--- src/hw/vmr_pkg.sv ---
// Package with register map, field layout, reset values and states of the bus requester.
package vmr_pkg;

	// Register byte offsets on the APB slave.
	localparam logic [7:0] VMR_MASTER_CONTROL_OFS = 8'h00;
	localparam logic [7:0] VMR_STATUS_OFS = 8'h04;
	localparam logic [7:0] VMR_OFF_TIME_OFS = 8'h08;
	localparam logic [7:0] VMR_IRQ_ENABLE_OFS = 8'h0C;

	// Field positions inside master_control.
	localparam int VMR_LEVEL_LSB = 0;
	localparam int VMR_REQ_MODE_BIT = 2;
	localparam int VMR_REL_MODE_BIT = 3;
	localparam int VMR_OWN_REQ_BIT = 4;
	localparam int VMR_ACK_IRQ_EN_BIT = 5;
	localparam int VMR_OFF_EN_BIT = 6;
	localparam int VMR_POSTED_TENURE_BYTE_LIMIT_LSB = 8;

	// Field positions inside the status register.
	localparam int VMR_ACK_BIT = 0;
	localparam int VMR_BUSY_BIT = 1;
	localparam int VMR_FIFO_EMPTY_BIT = 2;
	localparam int VMR_GRANT_LSB = 3;
	localparam int VMR_OFF_ACTIVE_BIT = 6;

	// Reset values of the writable fields.
	localparam logic [1:0] VMR_LEVEL_RST = 2'h3;
	localparam logic [3:0] VMR_POSTED_TENURE_BYTE_LIMIT_RST = 4'h0;
	localparam logic [15:0] VMR_OFF_TIME_RST = 16'h0000;

	// Tenure byte limit code meaning one posted write per tenure.
	localparam logic [3:0] VMR_POSTED_TENURE_BYTE_LIMIT_SINGLE = 4'hF;
	// Smallest tenure byte limit; each code step doubles it.
	localparam logic [23:0] VMR_POSTED_TENURE_BYTE_LIMIT_BASE = 24'h000080;

	// DMA request threshold in bytes.
	localparam logic [15:0] VMR_DMA_THRESHOLD = 16'h0040;

	// Requester states.
	typedef enum logic [1:0]
	{
		VMR_IDLE = 2'b00,
		VMR_REQ = 2'b01,
		VMR_OWN = 2'b10,
		VMR_HOLD = 2'b11
	} vmr_state_t;

	// One-hot grant positions.
	localparam int VMR_CH_IRQ = 0;
	localparam int VMR_CH_PCI = 1;
	localparam int VMR_CH_DMA = 2;

endpackage

--- src/hw/vmr_vme_master_requester.sv ---
// Bus requester and internal arbiter for the VMEbus master interface.
//
// The address map and the APB register port were chosen for this implementation.
module vmr_vme_master_requester
	import vmr_pkg::*;
#(
	parameter int FIFO_CNT_W = 16
)
(
	input wire logic pclk,
	input wire logic presetn,
	input wire logic psel,
	input wire logic penable,
	input wire logic pwrite,
	input wire logic [7:0] paddr,
	input wire logic [31:0] pwdata,
	output logic [31:0] prdata,
	output logic pready,
	output logic pslverr,
	input wire logic [7:1] irq_line_n,
	input wire logic iack_done,
	input wire logic ptx_txn_ready,
	input wire logic ptx_fifo_empty,
	input wire logic pw_done,
	input wire logic [11:0] pw_bytes,
	input wire logic coupled_req,
	input wire logic coupled_done,
	input wire logic coupled_window_expired,
	input wire logic coupled_req_timeout,
	input wire logic dma_to_vme,
	input wire logic [FIFO_CNT_W-1:0] dma_fifo_used,
	input wire logic [FIFO_CNT_W-1:0] dma_fifo_free,
	input wire logic dma_fifo_full,
	input wire logic dma_fifo_empty,
	input wire logic dma_error,
	input wire logic dma_tenure_expired,
	input wire logic dma_block_done,
	input wire logic [3:0] br_i_n,
	output logic [3:0] br_o,
	output logic [3:0] br_oe,
	input wire logic bus_grant_in,
	input wire logic bbsy_i_n,
	output logic bbsy_o,
	output logic bbsy_oe,
	output logic [2:0] grant,
	output logic own_ack_irq
);

	// Writable control fields.
	logic [1:0] level_r; // Request level field.
	logic req_mode_r; // One selects fair mode.
	logic rel_mode_r; // One selects release on request.
	logic own_req_r; // Software ownership request.
	logic ack_irq_en_r; // Enables the acknowledge interrupt toward PCI.
	logic off_en_r; // Enables the DMA off-timer.
	logic [3:0] posted_tenure_byte_limit_r; // Posted tenure byte limit code.
	logic [15:0] off_time_r; // DMA off time in clock cycles.
	logic [7:1] irq_en_r; // Interrupt line enables.

	// Requester state.
	vmr_state_t state_r;
	vmr_state_t state_nxt;
	logic [2:0] grant_r; // Channel owning the master interface.
	logic [2:0] grant_nxt; // Channel picked at this arbitration point.
	logic last_pci_r; // PCI won the last contested arbitration.
	logic ack_r; // Ownership acknowledge.
	logic [23:0] pw_count_r; // Bytes moved in this PCI tenure.
	logic [15:0] off_cnt_r; // Remaining DMA off time.
	logic [3:0] br_oe_r;
	logic bbsy_oe_r;
	logic own_ack_irq_r;
	logic [31:0] prdata_r;
	logic pready_r;
	logic pslverr_r;

	// Combinational request and done terms.
	logic irq_req;
	logic pci_req;
	logic dma_req;
	logic irq_dn;
	logic pci_dn;
	logic dma_dn;
	logic owner_done;
	logic ext_pending;
	logic level_free;
	logic need_bus;
	logic [23:0] pw_limit;
	logic [23:0] pw_sum;
	logic apb_write;
	logic apb_setup;

	// Outputs come straight from flip-flops; the open-drain data lines only ever pull low.
	assign br_oe = br_oe_r;
	assign bbsy_oe = bbsy_oe_r;
	assign grant = grant_r;
	assign own_ack_irq = own_ack_irq_r;
	assign prdata = prdata_r;
	assign pready = pready_r;
	assign pslverr = pslverr_r;

	// The driven level of each open-drain line is a constant low held in a flip-flop.
	always_ff @(posedge pclk or negedge presetn)
	begin
		if (!presetn)
		begin
			br_o <= 4'h0;
			bbsy_o <= 1'b0;
		end
		else
		begin
			br_o <= 4'h0;
			bbsy_o <= 1'b0;
		end
	end

	// Channel request terms.
	always_comb
	begin
		irq_req = |(~irq_line_n & irq_en_r);
		pci_req = ptx_txn_ready | coupled_req;
		if (dma_to_vme)
		begin
			dma_req = (dma_fifo_used >= VMR_DMA_THRESHOLD[FIFO_CNT_W-1:0]);
		end
		else
		begin
			dma_req = (dma_fifo_free >= VMR_DMA_THRESHOLD[FIFO_CNT_W-1:0]);
		end
		dma_req = (dma_req | dma_block_done) & (off_cnt_r == 16'h0000) & ~own_req_r;
	end

	// Done terms of each channel.
	always_comb
	begin
		pw_sum = pw_count_r + {12'h000, pw_bytes};
		pw_limit = VMR_POSTED_TENURE_BYTE_LIMIT_BASE << posted_tenure_byte_limit_r;
		irq_dn = iack_done;
		// A posted write finishing ends the tenure on empty FIFO, single mode, or byte limit while no ownership request is set.
		pci_dn = pw_done & (ptx_fifo_empty | (posted_tenure_byte_limit_r == VMR_POSTED_TENURE_BYTE_LIMIT_SINGLE)
			| (~own_req_r & (pw_sum >= pw_limit)));
		pci_dn = pci_dn | (coupled_done & coupled_window_expired) | coupled_req_timeout;
		if (dma_to_vme)
		begin
			dma_dn = dma_fifo_empty;
		end
		else
		begin
			dma_dn = dma_fifo_full;
		end
		dma_dn = dma_dn | dma_error | dma_tenure_expired | dma_block_done;
		owner_done = (grant_r[VMR_CH_IRQ] & irq_dn) | (grant_r[VMR_CH_PCI] & pci_dn)
			| (grant_r[VMR_CH_DMA] & dma_dn);
	end

	// Bus-side observations; the bus clear line has no input here at all.
	always_comb
	begin
		ext_pending = ~&br_i_n;
		level_free = br_i_n[level_r];
		need_bus = irq_req | pci_req | dma_req | (own_req_r & ~ack_r);
	end

	// Internal arbitration: interrupt first, then PCI and DMA in turn.
	always_comb
	begin
		grant_nxt = 3'h0;
		if (irq_req)
		begin
			grant_nxt[VMR_CH_IRQ] = 1'b1;
		end
		else if (pci_req && dma_req)
		begin
			// Both waiting: the loser of the last contest goes now.
			grant_nxt[VMR_CH_DMA] = last_pci_r;
			grant_nxt[VMR_CH_PCI] = ~last_pci_r;
		end
		else if (pci_req)
		begin
			grant_nxt[VMR_CH_PCI] = 1'b1;
		end
		else if (dma_req)
		begin
			grant_nxt[VMR_CH_DMA] = 1'b1;
		end
	end

	// Next state of the requester.
	always_comb
	begin
		state_nxt = state_r;
		case (state_r)
			VMR_IDLE:
			begin
				// Fair mode holds back while the own level is busy.
				if (need_bus && (!req_mode_r || level_free))
				begin
					state_nxt = VMR_REQ;
				end
			end
			VMR_REQ:
			begin
				// Bus won once the grant arrives and nobody else is busy.
				if (bus_grant_in && bbsy_i_n)
				begin
					state_nxt = (grant_nxt != 3'h0) ? VMR_OWN : VMR_HOLD;
				end
			end
			VMR_OWN:
			begin
				if (owner_done)
				begin
					if (own_req_r || (rel_mode_r && !ext_pending))
					begin
						state_nxt = VMR_HOLD;
					end
					else
					begin
						state_nxt = VMR_IDLE;
					end
				end
			end
			VMR_HOLD:
			begin
				if (own_req_r || (rel_mode_r && !ext_pending))
				begin
					// Channels take over the held bus without arbitration.
					if (grant_nxt != 3'h0)
					begin
						state_nxt = VMR_OWN;
					end
				end
				else
				begin
					state_nxt = VMR_IDLE;
				end
			end
			default:
			begin
				state_nxt = VMR_IDLE;
			end
		endcase
	end

	// State register.
	always_ff @(posedge pclk or negedge presetn)
	begin
		if (!presetn)
		begin
			state_r <= VMR_IDLE;
		end
		else
		begin
			state_r <= state_nxt;
		end
	end

	// Grant register and fairness memory.
	always_ff @(posedge pclk or negedge presetn)
	begin
		if (!presetn)
		begin
			grant_r <= 3'h0;
			last_pci_r <= 1'b0;
		end
		else
		begin
			if (state_nxt == VMR_OWN && state_r != VMR_OWN)
			begin
				grant_r <= grant_nxt;
				if (pci_req && dma_req && !irq_req)
				begin
					last_pci_r <= grant_nxt[VMR_CH_PCI];
				end
			end
			else if (state_nxt != VMR_OWN)
			begin
				grant_r <= 3'h0;
			end
		end
	end

	// Bus request and busy drivers.
	always_ff @(posedge pclk or negedge presetn)
	begin
		if (!presetn)
		begin
			br_oe_r <= 4'h0;
			bbsy_oe_r <= 1'b0;
		end
		else
		begin
			br_oe_r <= 4'h0;
			if (state_nxt == VMR_REQ)
			begin
				br_oe_r[level_r] <= 1'b1;
			end
			bbsy_oe_r <= (state_nxt == VMR_OWN) || (state_nxt == VMR_HOLD);
		end
	end

	// Ownership acknowledge follows the software bit once the bus is held.
	always_ff @(posedge pclk or negedge presetn)
	begin
		if (!presetn)
		begin
			ack_r <= 1'b0;
			own_ack_irq_r <= 1'b0;
		end
		else
		begin
			ack_r <= own_req_r & (ack_r | bbsy_oe_r);
			own_ack_irq_r <= ack_irq_en_r & own_req_r & (ack_r | bbsy_oe_r);
		end
	end

	// Bytes moved by the PCI channel in its current tenure.
	always_ff @(posedge pclk or negedge presetn)
	begin
		if (!presetn)
		begin
			pw_count_r <= 24'h000000;
		end
		else if (!grant_r[VMR_CH_PCI])
		begin
			pw_count_r <= 24'h000000;
		end
		else if (pw_done)
		begin
			pw_count_r <= pw_sum;
		end
	end

	// DMA off-timer, loaded when the DMA channel gives up the interface.
	always_ff @(posedge pclk or negedge presetn)
	begin
		if (!presetn)
		begin
			off_cnt_r <= 16'h0000;
		end
		else if (off_en_r && grant_r[VMR_CH_DMA] && dma_dn)
		begin
			off_cnt_r <= off_time_r;
		end
		else if (off_cnt_r != 16'h0000)
		begin
			off_cnt_r <= off_cnt_r - 16'h0001;
		end
	end

	// APB strobes: zero-wait slave, write takes effect in the access cycle.
	always_comb
	begin
		apb_setup = psel & ~penable;
		apb_write = psel & penable & pready_r & pwrite;
	end

	// Software-writable control registers.
	always_ff @(posedge pclk or negedge presetn)
	begin
		if (!presetn)
		begin
			level_r <= VMR_LEVEL_RST;
			req_mode_r <= 1'b0;
			rel_mode_r <= 1'b0;
			own_req_r <= 1'b0;
			ack_irq_en_r <= 1'b0;
			off_en_r <= 1'b0;
			posted_tenure_byte_limit_r <= VMR_POSTED_TENURE_BYTE_LIMIT_RST;
			off_time_r <= VMR_OFF_TIME_RST;
			irq_en_r <= 7'h00;
		end
		else if (apb_write)
		begin
			case (paddr)
				VMR_MASTER_CONTROL_OFS:
				begin
					level_r <= pwdata[VMR_LEVEL_LSB +: 2];
					req_mode_r <= pwdata[VMR_REQ_MODE_BIT];
					rel_mode_r <= pwdata[VMR_REL_MODE_BIT];
					own_req_r <= pwdata[VMR_OWN_REQ_BIT];
					ack_irq_en_r <= pwdata[VMR_ACK_IRQ_EN_BIT];
					off_en_r <= pwdata[VMR_OFF_EN_BIT];
					posted_tenure_byte_limit_r <= pwdata[VMR_POSTED_TENURE_BYTE_LIMIT_LSB +: 4];
				end
				VMR_OFF_TIME_OFS:
				begin
					off_time_r <= pwdata[15:0];
				end
				VMR_IRQ_ENABLE_OFS:
				begin
					irq_en_r <= pwdata[7:1];
				end
				default:
				begin
					off_time_r <= off_time_r;
				end
			endcase
		end
	end

	// Read data, ready and error are captured in the setup cycle.
	always_ff @(posedge pclk or negedge presetn)
	begin
		if (!presetn)
		begin
			prdata_r <= 32'h00000000;
			pready_r <= 1'b0;
			pslverr_r <= 1'b0;
		end
		else
		begin
			pready_r <= apb_setup;
			pslverr_r <= 1'b0;
			prdata_r <= 32'h00000000;
			if (apb_setup)
			begin
				case (paddr)
					VMR_MASTER_CONTROL_OFS:
					begin
						prdata_r[VMR_LEVEL_LSB +: 2] <= level_r;
						prdata_r[VMR_REQ_MODE_BIT] <= req_mode_r;
						prdata_r[VMR_REL_MODE_BIT] <= rel_mode_r;
						prdata_r[VMR_OWN_REQ_BIT] <= own_req_r;
						prdata_r[VMR_ACK_IRQ_EN_BIT] <= ack_irq_en_r;
						prdata_r[VMR_OFF_EN_BIT] <= off_en_r;
						prdata_r[VMR_POSTED_TENURE_BYTE_LIMIT_LSB +: 4] <= posted_tenure_byte_limit_r;
					end
					VMR_STATUS_OFS:
					begin
						prdata_r[VMR_ACK_BIT] <= ack_r;
						prdata_r[VMR_BUSY_BIT] <= bbsy_oe_r;
						prdata_r[VMR_FIFO_EMPTY_BIT] <= ptx_fifo_empty;
						prdata_r[VMR_GRANT_LSB +: 3] <= grant_r;
						prdata_r[VMR_OFF_ACTIVE_BIT] <= (off_cnt_r != 16'h0000);
					end
					VMR_OFF_TIME_OFS:
					begin
						prdata_r[15:0] <= off_time_r;
					end
					VMR_IRQ_ENABLE_OFS:
					begin
						prdata_r[7:1] <= irq_en_r;
					end
					default:
					begin
						pslverr_r <= 1'b1; // Unmapped address answers with an error.
					end
				endcase
			end
		end
	end

endmodule

--- config.mk ---
export PLATFORM = sky130hd
export DESIGN_NAME = vmr_vme_master_requester
export DESIGN_NICKNAME = d
export VERILOG_FILES = /design/src/hw/vmr_pkg.sv /design/src/hw/vmr_vme_master_requester.sv
export SDC_FILE = /design/constraint.sdc
export NUM_CORES = 1
export LEC_CHECK = 0
export BUFFER_PORTS_ARGS = -buffer_cell sky130_fd_sc_hd__buf_2
export CORE_UTILIZATION = 58
export CTS_CLUSTER_DIAMETER = 120
export CTS_CLUSTER_SIZE = 20
export DETAILED_ROUTE_END_ITERATION = 8
export HOLD_SLACK_MARGIN = 0.12
export PLACE_DENSITY = 0.95
export SYNTH_ARGS = -nofsm -noshare
export SYNTH_HDL_FRONTEND = slang
export SYNTH_SLANG_ARGS = --single-unit
--- constraint.sdc ---
create_clock -name pclk -period 10.2 [get_ports pclk]
set_input_delay 0.51 -clock pclk [delete_from_list [all_inputs] [get_ports pclk]]
set_output_delay 0.51 -clock pclk [all_outputs]
set_load 0.01 [all_outputs]
# --- Word-level counts from Yosys, hierarchy flattened ---
# Index checks and enable logic that the tools add are counted.
# Widths: inputs -> output; s select.
totals:
  out_inout_bits: 48
  reg_bits: 105
  inputBits: 116
classes:
  n_reduce_logical: 28
  n_eq_ne: 13
  mux: 35
  bitwise: 37
  magnitude_cmp: 5
  addsub: 2
  shift: 1
op_table:
  columns: ["op", "count"]
  rows:
  - ["$mux 16", 3]
  - ["$mux 24", 2]
  - ["$ge 16x7->1 const B", 2]
  - ["$add 24x12->24", 1]
  - ["$ge 24x24->1", 1]
  - ["$pmux 6 s4", 1]
  - ["$shl 8x4->24 const A", 1]
  - ["$and 1x1->1", 16]
  - ["$eq 8x4->1 const B", 2]
  - ["$logic_not 16->1", 1]
  - ["$mux 2", 8]
  - ["$reduce_bool 16->1", 1]
  - ["$sub 16x1->16 const B", 1]
  - ["$or 1x1->1", 15]
  - ["$mux 1", 11]
  - ["$logic_and 1x1->1", 9]
  - ["$eq 2x2->1 const B", 4]
  - ["$eq 8x3->1 const B", 1]
  - ["$logic_not 8->1", 1]
  - ["$mux 4", 2]
  - ["$pmux 2 s4", 1]
  - ["$pmux 4 s2", 1]
  - ["$reduce_and 2->1", 4]
  - ["$and 7x7->7", 1]
  - ["20 further kinds", 31]

# --- Depth between registers and ports, before layout ---
logic_depth:
  ltp_word: 16
  mapped_depth: 19
  depth_no_buf: 19

# --- Worst setup path before layout ---
# Ideal clock, no wire load.
synth_timing:
  kind: "input-to-reg"
  from: "input port pw_bytes[0]"
  to: "register grant_r[1], in the netlist grant[1]"
  path_buffers: 0
  path_stages: 18
  arrival_time_ns: 4.066
  required_ns: 10.089
  setup_time_ns: 0.111
  slack_ns: 6.023
  cell_sequence: "ha_1 -> inv_1 -> fa_1 -> and2b_1 -> o2111ai_1 -> nand4b_1 -> a31oi_1 -> o21ai_2 -> nand3_1 -> xnor2_1 -> ha_1 -> and4_1 -> a221oi_1 -> a311oi_1 -> or3_1 -> o31ai_1 -> o211ai_1 -> a2111oi_2"
synth_between:
  elab_chain_cells: 15
  word_cells_on_any_way: 17
  classes_between: "1 x add/sub; 1 x order compare; 2 x eq/ne; 3 x mux; 8 x bitwise; 2 x reduce/logical"
synth_lines:
  columns: ["item", "line_no", "source"]
  rows:
  - ["start, declared", "vmr_vme_master_requester.sv:25", "input wire logic [11:0] pw_bytes,"]
  - ["$add 24x12->24 (*)", "vmr_vme_master_requester.sv:135", "pw_sum = pw_count_r + {12'h000, pw_bytes};"]
  - ["$ge 24x24->1 (*)", "vmr_vme_master_requester.sv:140", "| (~own_req_r & (pw_sum >= pw_limit)));"]
  - ["$and 1x1->1 (*)", "vmr_vme_master_requester.sv:140", null]
  - ["$or 1x1->1 (*)", "vmr_vme_master_requester.sv:140", null]
  - ["$and 1x1->1 (*)", "vmr_vme_master_requester.sv:139", "pci_dn = pw_done & (ptx_fifo_empty | (posted_tenure_byte_limit_r == VMR_POSTED_TENURE_BYTE_LIMIT_SINGLE)"]
  - ["$or 1x1->1 (*) (2 in a row)", "vmr_vme_master_requester.sv:141", "pci_dn = pci_dn | (coupled_done & coupled_window_expired) | coupled_req_timeout;"]
  - ["$and 1x1->1 (*)", "vmr_vme_master_requester.sv:151", "owner_done = (grant_r[VMR_CH_IRQ] & irq_dn) | (grant_r[VMR_CH_PCI] & pci_dn)"]
  - ["$or 1x1->1 (*)", "vmr_vme_master_requester.sv:151", null]
  - ["$or 1x1->1 (*)", "vmr_vme_master_requester.sv:152", "| (grant_r[VMR_CH_DMA] & dma_dn);"]
  - ["$mux 2 (*)", "vmr_vme_master_requester.sv:210", "if (owner_done)"]
  - ["$pmux 2 s4 (*)", "vmr_vme_master_requester.sv:191", "case (state_r)"]
  - ["net state_nxt[0]", "vmr_vme_master_requester.sv:62", "vmr_state_t state_nxt;"]
  - ["$eq 2x2->1", "vmr_vme_master_requester.sv:267", "if (state_nxt == VMR_OWN && state_r != VMR_OWN)"]
  - ["$logic_and 1x1->1", "vmr_vme_master_requester.sv:267", null]
  - ["$mux 3 / $reduce_bool 2->1 (equally long branches)", null, null]
  - ["end signal, assigned", "vmr_vme_master_requester.sv:269", "grant_r <= grant_nxt;"]
  - ["end, declared", "vmr_vme_master_requester.sv:63", "logic [2:0] grant_r;"]
# The timed path passes the listed nets; every way through them passes the cells marked *.
# A chain may end at the register's enable or synchronous reset.

# --- Worst setup path after layout ---
layout_timing:
  from: "register pw_count_r[0]"
  to: "register grant_r[1], in the netlist grant[1]"
layout_between:
  elab_chain_cells: 15
  word_cells_on_any_way: 17
  classes_between: "1 x add/sub; 1 x order compare; 2 x eq/ne; 3 x mux; 8 x bitwise; 2 x reduce/logical"
layout_lines:
  columns: ["item", "line_no", "source"]
  rows:
  - ["start, declared", "vmr_vme_master_requester.sv:67", "logic [23:0] pw_count_r;"]
  - ["start signal, assigned", "vmr_vme_master_requester.sv:329", "pw_count_r <= pw_sum;"]
  - ["$add 24x12->24 (*)", "vmr_vme_master_requester.sv:135", null]
  - ["$ge 24x24->1 (*)", "vmr_vme_master_requester.sv:140", null]
  - ["$and 1x1->1 (*)", "vmr_vme_master_requester.sv:140", null]
  - ["$or 1x1->1 (*)", "vmr_vme_master_requester.sv:140", null]
  - ["$and 1x1->1 (*)", "vmr_vme_master_requester.sv:139", null]
  - ["$or 1x1->1 (*) (2 in a row)", "vmr_vme_master_requester.sv:141", null]
  - ["$and 1x1->1 (*)", "vmr_vme_master_requester.sv:151", null]
  - ["$or 1x1->1 (*)", "vmr_vme_master_requester.sv:151", null]
  - ["$or 1x1->1 (*)", "vmr_vme_master_requester.sv:152", null]
  - ["$mux 2 (*)", "vmr_vme_master_requester.sv:210", null]
  - ["$pmux 2 s4 (*)", "vmr_vme_master_requester.sv:191", null]
  - ["net state_nxt[0]", "vmr_vme_master_requester.sv:62", null]
  - ["$eq 2x2->1", "vmr_vme_master_requester.sv:267", null]
  - ["$logic_and 1x1->1", "vmr_vme_master_requester.sv:267", null]
  - ["$mux 3 / $reduce_bool 2->1 (equally long branches)", null, null]
# Marks and branches as above.

==> results.yml <==
finish:
  multi_input_comb_area_um2: 3252
  share_of_post_route_cells_with_drive_strength_above_1_pct: 25.10
  area.growth.synth_to_final_pct: 12.88
  filler_cell_count: 736
  layout.area.seq_um2: 2630
  finalNetCount: 862
logic_synthesis:
  ys_seq_elements: 105
  synthesis.yosys.warnings: 0
  synth.top_cells.by_area: "dfrtp_1 42%, ha_1 5.9%, nor2_1 4.1%"
  synth.avg_cell_area_um2: 10.06
  top_cell_type_by_total_area_after_synthesis: "dfrtp_1"
  synth_sequential_area_ratio_pct: 42.78
  post_synth_instance_area_um2: 6148
  synthTopCellsByCount: "103 x dfrtp_1, 67 x nor2_1, 40 x nand2_1, 32 x a21oi_1, 29 x ha_1"
  synthesized_netlist_cell_count: 611
  netlist.area_leader.share_pct: 41.92
  yosysMostFrequentCell: "dfrtp_1"
  synth_enable_flop_cells: 0
  synthArstFlopShare_pct: 100.0
  yosys_most_used_dff: "dfrtp_1"
  synth_cell_types: 69
timing:
  report.final.setup_viol: 0
  sum_of_negative_setup_slack_ns: 0
  clock.fmax_mhz: 207.1
  final-max-slew-violation-count: 0
  finalWorstSetupSlack_ns: 5.371
  final_hold_viol_count: 0
  timing.max_slew.rel_slack_pct: 30.72
  worst_slew_pin_slew_ns: 1.039
  fin_crit_sh_pct: 47.34
  clock_skew_ns: 0.01805
  finalHoldWorstSlack_ns: 0.3539
  period_minus_slack_ns: 4.829
  rsz0062_at_grt: "no"
worst_setup_path:
  rrSetupSlack_ns: 5.37
  setup.worst_path.end_class: "register"
  worst-setup-path-type: "register to register"
  worst_ep_arrival_time_ns: 5.10
  worst_setup_path_start_kind: "register"
  worstPathRequired_ns: 10.48
  worstReg2RegStart: "pw_count_r[0]"
  critical_register_to_register_path_endpoint: "grant[1]"
  worst_r2r_path_depth: 19
  worst_setup_path_endpoint: "grant[1]"
  worstPathMaxFanout: 10
  origin_of_the_worst_setup_path: "pw_count_r[0]"
clock_tree:
  cts_setup_buffers: 0
  clock_sinks: 105
  htreeDepth: 3
  clock-root-buffer: "clkbuf_8"
  clk_transition_reported_paths_ns: 0.10
  cts_tree: "yes"
  max-clock-path-buffers: 2
  worstSkewPairLatency_ns: 0.39
  cts_buffers: 9
  postCtsResizedCells: 0
floorplanning:
  placement_rows: 37
  core_area_um2: 10320
  die_width_um: 105.0
  area_enclosed_by_the_die_boundary_um2: 11020
  dieHeight_um: 105.0
  floorplan.initialDensity_pct: 59.56
  ios: 164
global_routing:
  grt_start_max_net_pins: 72
  grt_pass1_vias: 5190
  grt_pass1_wl_um: 24760
  global_route.usage.total_pct: 28.66
  antenna_found_initial: 1
  grt_total_ovfl: 0
worst_hold_path:
  worstHoldPathType: "input port to register"
routing:
  first_pass_iteration_count_of_the_detailed_router: 5
  wl_per_cell_um: 17.56
  drt-total-wl_um: 15060
  via_count: 5072
  vias_per_cell: 5.911
  drt_iter0_drc: 343
  drt.antenna.violating_nets: 0
  drt_drc_violations_left: 0
placed_design:
  place_congestion: 0.9121
  preCtsSetupSlack_ns: 5.276
  io_buffer_count: 114
  detailed_place_hpwl_um: 11000
pwr:
  power.leakage_nw: 3.413
  power.density_nw_per_um2: 118.0
  post-layout-total-power_uw: 818.7
  ir_worst_vdd_uv: 90.76
flow_run:
  maxCapViolCount: 0
outcome:
  status: "completed"
logic make-up after synthesis:
logic type | share of synthesized area, %
AOI/OAI and AO/OA | 10.54
xor gates and xnor gates | 5.983
adders and majority gates | 6.227
buffers and inverters | 5.637
DFF | 42.78
muxes | 11.09
other | 0.06099
and+or+nand+nor | 17.68
critical path, stage by stage, from the launching register on:
cell and delay (ns):
dfrtp_1 0.36, ha_1 0.20, inv_1 0.07, fa_1 0.38
and2b_1 0.24, o2111ai_1 0.12, nand4b_1 0.18, a31oi_1 0.16
o21ai_2 0.41, nand2_1 0.19, nor2_1 0.17, xnor2_1 0.15
ha_1 0.26, o21a_1 0.18, o21ai_0 0.28, a311oi_1 0.11
or3_1 0.39, o31ai_1 0.33, o211ai_1 0.27, a2111oi_2 0.26
final cells by class:
type | count | share of cell area (%)
clock buffers | 10 | 1.983
clock inverters | 6 | 1.082
flip-flops and latches | 105 | 37.89
inverters | 22 | 1.190
multi-input cells | 462 | 46.85
diodes | 1 | 0.03606
repair buffers | 116 | 8.509
well taps | 136 | 2.452
report_power, final:
| group | switching (mW) | internal, mW |
|---|---|---|
| Combinational | 0.0646 | 0.0405 |
| Clock | 0.154 | 0.124 |
| Sequential | 0.00911 | 0.426 |
routing by layer:
| metal | track usage (%) | vias up | share of wire (%) |
|---|---|---|---|
| li1 | - | 2346 | - |
| met3 | 6.737 | 55 | 6.3 |
| met2 | 49.76 | 242 | 52 |
| met4 | 16.80 | 0 | 3.9 |
| met5 | 0 | - | 0 |
| met1 | 32.09 | 2429 | 38 |
how the worst min path moves through the flow:
stage | from | to | cells after the start
floorplan | presetn | ack_irq_en_r | 0
global placement | presetn | prdata[12] | 1
detailed placement | presetn | prdata[12] | 1
CTS | pwdata[14] | off_time_r[14] | 2
global route | pwdata[14] | off_time_r[14] | 2
finish | pwdata[14] | off_time_r[14] | 2
cells in the final DEF (no fill, tap or decap), types with 15 or more instances in the layout:
cell and instances:
buf_2 113, dfrtp_1 103, nor2_1 67, nand2_1 40, a21oi_1 32, ha_1 29
nand3_1 23, xnor2_1 23, inv_1 22, mux2_2 21, conb_1 21, xor2_1 19
nor3_1 16, mux2i_1 16, o21ai_0 15
per-stage QoR:
step                util (%)  area (µm²)  instances
floorplan                  -        6223        631
global placement       65.00        6710        840
detailed placement     65.00        6710        840
CTS                    67.16        6933        857
global route           67.20        6938        857
finish                 67.23        6940        858
sequential cells by signal, summed over array words and instances, names as in the netlist, 2 cells and up:
| signal | count |
|---|---|
| level_r | 2 |
| posted_tenure_byte_limit_r | 4 |
| off_time_r | 16 |
| irq_en_r | 7 |
| off_cnt_r | 16 |
| state_r | 2 |
| prdata | 16 |
| pw_count_r | 24 |
| grant | 3 |
| br_oe | 4 |
repair_timing:
action / CTS / global route
endpoints found under the hold margin: 34 / 0
setup endpoints to repair: 0 / 0
hold buffers: 1 / 0
Note: power is estimated with default switching activity, not from simulation.
